## src/hw/supply_fault_pkg.sv

```systemverilog
package supply_fault_pkg;
  // Register map
  localparam logic [7:0] UV_LIMIT_OFFSET = 8'h34;
  localparam logic [7:0] LINE_IMP_OFFSET = 8'h35;
  localparam logic [7:0] UV_LIMIT_RESET = 8'h00;
  localparam logic [7:0] LINE_IMP_RESET = 8'h00;
  // Field positions in the undervoltage limit register
  localparam int EOC_SHUTDOWN_BIT = 7;
  localparam int UV_SETTING_MSB = 6;
  localparam int UV_SETTING_STEPS = 128;
  // Line impedance flag position in the flag word
  localparam int LINE_IMP_FLAG_BIT = 2;
  // Overvoltage averaging period
  localparam int CLK_MHZ = 10;
  localparam int OVP_PERIOD_US = 80;
  localparam int OVP_PERIOD_CYCLES = OVP_PERIOD_US * CLK_MHZ;
  localparam logic [2:0] OVP_MAX_SAMPLES = 3'h4;
  // Shutdown sequencing
  typedef enum logic [1:0] {
    SD_RUN = 2'b00,
    SD_WAIT_EOC = 2'b01,
    SD_STOPPED = 2'b10
  } shutdown_e;
endpackage

```

## src/hw/ovp_qualifier.sv

```systemverilog
`timescale 1ns/1ps
module ovp_qualifier #(
  parameter int DW = 12,
  parameter int PERIOD = supply_fault_pkg::OVP_PERIOD_CYCLES
) (
  input wire logic sys_clk,
  input wire logic rst,
  input wire logic sampleValid,
  input wire logic [DW-1:0] sampleData,
  input wire logic [DW-1:0] ovpThreshold,
  input wire logic [1:0] ovpSampling,
  output logic ovpFlag_ff
);
  localparam int CW = $clog2(PERIOD + 1);
  localparam int SW = DW + CW;

  logic [CW-1:0] tick_ff;
  logic [CW-1:0] cnt_ff;
  logic [SW-1:0] sum_ff;
  logic [2:0] overCnt_ff;
  logic periodEnd;
  logic above;
  logic [2:0] need;
  logic [2:0] nxt_overCnt;

  // ==========================================================
  // Averaging period
  assign periodEnd = (tick_ff == CW'(PERIOD - 1));

  always_ff @(posedge sys_clk or posedge rst)
  begin
    if (rst)
      tick_ff <= '0;
    else if (periodEnd)
      tick_ff <= '0;
    else
      tick_ff <= tick_ff + 1'b1;
  end

  // Sum and count are compared as sum > thr*count, avoiding a divider
  always_ff @(posedge sys_clk or posedge rst)
  begin
    if (rst)
    begin
      sum_ff <= '0;
      cnt_ff <= '0;
    end
    else if (periodEnd)
    begin
      sum_ff <= '0;
      cnt_ff <= '0;
    end
    else if (sampleValid)
    begin
      sum_ff <= sum_ff + SW'(sampleData);
      cnt_ff <= cnt_ff + 1'b1;
    end
  end

  assign above = (cnt_ff != '0) && (sum_ff > SW'(ovpThreshold) * SW'(cnt_ff));

  // ==========================================================
  // Consecutive period qualification
  assign need = {1'b0, ovpSampling} + 3'h1;
  assign nxt_overCnt = (overCnt_ff == supply_fault_pkg::OVP_MAX_SAMPLES) ?
    overCnt_ff : overCnt_ff + 3'h1;

  always_ff @(posedge sys_clk or posedge rst)
  begin
    if (rst)
    begin
      overCnt_ff <= '0;
      ovpFlag_ff <= 1'b0;
    end
    else if (periodEnd)
    begin
      overCnt_ff <= above ? nxt_overCnt : 3'h0;
      ovpFlag_ff <= above && (nxt_overCnt >= need);
    end
  end
endmodule

```

## config.mk

```make
export PLATFORM = sky130hd
export DESIGN_NAME = ovp_qualifier
export DESIGN_NICKNAME = d
export VERILOG_FILES = /design/src/hw/supply_fault_pkg.sv /design/src/hw/ovp_qualifier.sv
export SDC_FILE = /design/constraint.sdc
export NUM_CORES = 1
export LEC_CHECK = 0
export BUFFER_PORTS_ARGS = -buffer_cell sky130_fd_sc_hd__buf_2
export CORE_MARGIN = 4
export CORE_UTILIZATION = 59
export CTS_BUF_LIST = sky130_fd_sc_hd__clkbuf_4
export DETAILED_ROUTE_END_ITERATION = 10
export PLACE_DENSITY = 0.81
export SETUP_SLACK_MARGIN = 0.4
export SYNTH_ARGS = -nofsm -noshare
export SYNTH_HDL_FRONTEND = slang
export SYNTH_SLANG_ARGS = --single-unit
```

## constraint.sdc

```tcl
create_clock -name sys_clk -period 6.2 [get_ports sys_clk]
set_input_delay 1.86 -clock sys_clk [delete_from_list [all_inputs] [get_ports sys_clk]]
set_output_delay 1.86 -clock sys_clk [all_outputs]
set_load 0.02 [all_outputs]
```

Yosys cells after proc, flatten, opt, wreduce, memory -nomap -nowiden
Cells that the tools add are included.

Output and inout bits: 1. Bits of input ports: 29. Logic and storage cells: 26. Register bits: 46.

$mul: 1. Muxes and demuxes: 7. Reductions and logical operators: 4. Eq/ne operators: 2. Magnitude comparators: 2. $add $sub $neg: 5.

Operators with widths (number): 22-bit two-way mux (2); 10-bit two-way mux (3); 22-bit by 12-bit adder with 22-bit output (1); 22-bit greater-than comparator (1); 12-bit by 10-bit multiplier with 22-bit output (1); 10-bit by 1-bit adder with 10-bit output, second input constant (2); 10-bit == test, second input constant (1); 10-bit nonzero test (1); 3-bit two-way mux (2); 2-bit by 1-bit adder with 3-bit output, second input constant (1); 3-bit by 1-bit adder with 3-bit output, second input constant (1); 3-bit == test, second input constant (1); 3-bit greater-or-equal comparator (1); 1-bit logical AND (2); 2-bit nonzero test (1).

Logic depth before layout (Yosys ltp)
Depth after elaboration: 4. Depth in mapped cells: 29.

Least setup slack after synthesis
No wires, ideal clock.

Kind: input to register. Start point: input port ovpThreshold[5]. End point: register overCnt_ff[1]. Cell stages on the path: 26. Required time: 6.079 ns. Setup time: 0.121 ns. Setup slack: -1.577 ns. Arrival: 7.656 ns. Cells stage by stage: clkbuf_1 -> nand2_1 -> fa_1 -> inv_1 -> fa_1 -> inv_1 -> fa_1 -> inv_1 -> fa_1 -> inv_1 -> fa_1 -> inv_1 -> ha_1 -> nand2_1 -> a21oi_1 -> o22ai_1 -> a311oi_4 -> nor3_1 -> or2_2 -> ha_1 -> nand4_1 -> nor4_1 -> a41oi_1 -> nand2_1 -> o41ai_1 -> a22o_1.

Cells in the longest elaborated chain, start to end: 4.

RTL lines: start, declared (RTL line ovp_qualifier.sv:10) `input wire logic [DW-1:0] ovpThreshold,`; 12-bit by 10-bit multiplier with 22-bit output (RTL line ovp_qualifier.sv:60) `assign above = (cnt_ff != '0) && (sum_ff > SW'(ovpThreshold) * SW'(cnt_ff));`; 22-bit greater-than comparator (RTL line ovp_qualifier.sv:60); 1-bit logical AND (RTL line ovp_qualifier.sv:60); 3-bit two-way mux (RTL line ovp_qualifier.sv:77) `overCnt_ff <= above ? nxt_overCnt : 3'h0;`; end signal, assigned (RTL line ovp_qualifier.sv:77); end, declared (RTL line ovp_qualifier.sv:20) `logic [2:0] overCnt_ff;`.

Every way passes these cells. A chain may end at the register's enable or synchronous reset.

Worst setup path in the final report
Start point: input port ovpThreshold[2]. End point: register overCnt_ff[2].

Same word-level chain as after synthesis.

==> metrics.cfg <==
[status]
status = finished, violations left
violations = setup timing

[placement]
routabilityCongestion = 0.940
portBuffers = 29
dp_hpwl_um = 14200
dpl_cell_area_um2 = 8130

[job]
maxCapViolCount = 0

[drt]
via_count = 6060
drt_iter0_drc = 326
routed_wl_um = 17700
vias_per_cell = 5.82
drc_errors = 0
wire_per_inst_um = 16.9
antenna_left = 0
first_pass_iters = 5

[floorplanning]
die_x_um = 119
rows = 40
pin_count = 30
coreArea_um2 = 12000
start_util_pct = 60.1
dieArea_um2 = 14100
die_y_um = 119

[grt]
antenna_found_initial = 0
grt_usage_pct = 25.1
grt_pass1_wl_um = 29500
first_global_vias = 6445
gr-total-overflow = 0
grt_max_degree = 47

[critical_path]
critPathMaxFanout = 6
cp-start-kind = input port
critPathRequiredTime_ns = 6.47
end_kind = flop
cp.arrival_ns = 7.51
worst-setup-path-type = input port to flop

[synth]
synth_cell_types = 60
synth_enable_flop_cells = 0
synth_ff_type = dfrtp_1
syn_area_um2 = 7220
yosysSeqAreaShare_pct = 16.0
synth_warnings = 0
async_flop_share_pct = 100
syn_area_per_cell_um2 = 8.99
syn_nets = 1011
synth_seq_cells = 46
synth_cells = 803

[clocking]
clock_tree.buffer_depth = 2
clkTransAtPathRegs_ns = 0.14
numCtsBuffers = 5
hold_buffers = 0
clock-sinks = 46
clock_latency_ns = 0.37
cts_root_buf = clkbuf_4
h-tree-depth = 2
cts_tree = built

[finish]
antenna_cells = 0
final_common_cell = inv_1
final_nets = 1102
area_delta_synth_final_pct = 18.4
design_area_um2 = 8540
most-common-layout-cells = inv_1, ha_1, buf_4, fa_1, and2_1
drive_gt1_share_pct = 21.1

[sta]
rsz0062_at_grt = true
fin_worst_skew_ns = 0.00880
hold_viol = 0
finalSetupViolCount = 4
min_period_ns = 7.23
maxSlewViolCount = 0
worst_slack_ns = -1.03
slew_headroom_pct = 50.5
fin_crit_sh_pct = 117
max_freq_ghz = 0.138
tightest_slew_ns = 0.735

[min_path]
hp-class = flop to flop

==> critical path, cell delays in order <==
cell and delay (ns):
buf_4 0.14, and2_4 0.16, fa_2 0.36, fa_1 0.54, inv_1 0.05, fa_1 0.47
inv_1 0.05, fa_1 0.49, inv_1 0.05, fa_1 0.50, inv_2 0.05, ha_4 0.29
nand2_4 0.05, a21oi_4 0.22, nor2_4 0.07, a311oi_4 0.34, nor3_2 0.07, or2_4 0.24
ha_4 0.27, nand4_1 0.17, buf_4 0.20, nor4_4 0.24, a41oi_2 0.19, nand2_2 0.14
o41ai_4 0.09, a22o_1 0.22
==> registers in the layout, summed over array words and instances, names as in the netlist <==
register / cells
sum_ff: 22
cnt_ff: 10
tick_ff: 10
overCnt_ff: 3
ovpFlag_ff: 1
==> Yosys cell counts, types with 3 or more instances <==
| library cell | instances | share of area (%) |
|---|---|---|
| and2_1 | 72 | 6.2 |
| nand3_1 | 22 | 1.5 |
| xor2_1 | 25 | 3.0 |
| fa_1 | 79 | 22 |
| inv_1 | 99 | 5.1 |
| mux2i_1 | 7 | 0.97 |
| or3_1 | 5 | 0.43 |
| o21a_1 | 3 | 0.31 |
| o21bai_1 | 4 | 0.42 |
| and3_1 | 7 | 0.61 |
| a31oi_1 | 4 | 0.35 |
| o31ai_1 | 5 | 0.52 |
| ha_1 | 100 | 17 |
| nand3b_1 | 5 | 0.52 |
| nor2_1 | 44 | 2.3 |
| nand4_1 | 10 | 0.87 |
| a21oi_1 | 34 | 2.4 |
| o21ai_1 | 3 | 0.21 |
| o21ai_0 | 21 | 1.5 |
| nand2_1 | 75 | 3.9 |
| o211ai_1 | 3 | 0.31 |
| or2_2 | 5 | 0.43 |
| nand2b_1 | 5 | 0.43 |
| a21o_1 | 22 | 2.3 |
| clkbuf_1 | 24 | 1.2 |
| dfrtp_1 | 46 | 16 |
| a211oi_1 | 4 | 0.42 |
| nor3_1 | 7 | 0.49 |
| a22o_1 | 4 | 0.49 |
| xnor2_1 | 20 | 2.4 |
==> kinds of logic after synthesis <==
| kind of cell | share of synthesized area, % |
|---|---|
| AO/OA/AOI/OAI | 12.6 |
| XOR/XNOR | 5.46 |
| adder cells (fa/ha/maj) | 39.3 |
| buffers and inverters | 6.64 |
| flip-flops | 16.0 |
| multiplexers | 0.971 |
| AND/OR/NAND/NOR | 19.1 |
==> layer usage <==
metal | vias to the layer above | share of wire [%] | global-route usage [%]
met5 | - | 0 | 0
met4 | 0 | 2.0 | 4.71
met3 | 38 | 3.5 | 2.68
met2 | 151 | 52 | 46.2
met1 | 3011 | 42 | 32.2
li1 | 2860 | - | -
==> through the flow <==
| stage | util, % | hold WS, ns | cells | setup WS (ns) | setup TNS, ns |
|---|---|---|---|---|---|
| 2_1_floorplan | - | 0.449 | 803 | -1.04 | -3.90 |
| 3_3_place_gp | 67.7 | 0.472 | 1027 | -1.45 | -5.72 |
| 3_5_place_dp | 67.7 | 0.482 | 1027 | -1.57 | -6.16 |
| 4_1_cts | 69.8 | 0.508 | 1038 | -0.968 | -3.74 |
| 5_1_grt | 71.1 | 0.529 | 1042 | -1.22 | -4.84 |
| 6_report | 71.1 | 0.505 | 1042 | -1.03 | -4.06 |
==> worst paths after layout <==
kind | startpoint | depth (start not counted) | end | slack (ns)
worst min register to register | tick_ff[9] | 1 | tick_ff[9] | 0.51
worst max-delay path | ovpThreshold[2] | 26 | overCnt_ff[2] | -1.03
min in group asynchronous | rst | 3 | tick_ff[7] | 1.62
worst max register to register | cnt_ff[1] | 25 | overCnt_ff[2] | -0.12
worst min-delay path | tick_ff[9] | 1 | tick_ff[9] | 0.51
max in group asynchronous | rst | 3 | cnt_ff[6] | 4.17
==> layout make-up <==
class	count	area [um^2]
repair buffers	112	822
clock inverters	3	21.3
multi-input cells	630	5960
clock buffers	5	37.5
well taps	147	184
flip-flops and latches	46	1150
inverters	99	372
fillers	840	3470
==> timing repair <==
item	4_1_cts	5_1_grt
setup endpoints to repair	4	4
pin swaps	29	10
setup buffers	3	4
gates resized for setup	38	26
Power is not shown: default switching activity piles up to over one toggle a cycle in this logic, so the estimate is an artifact.
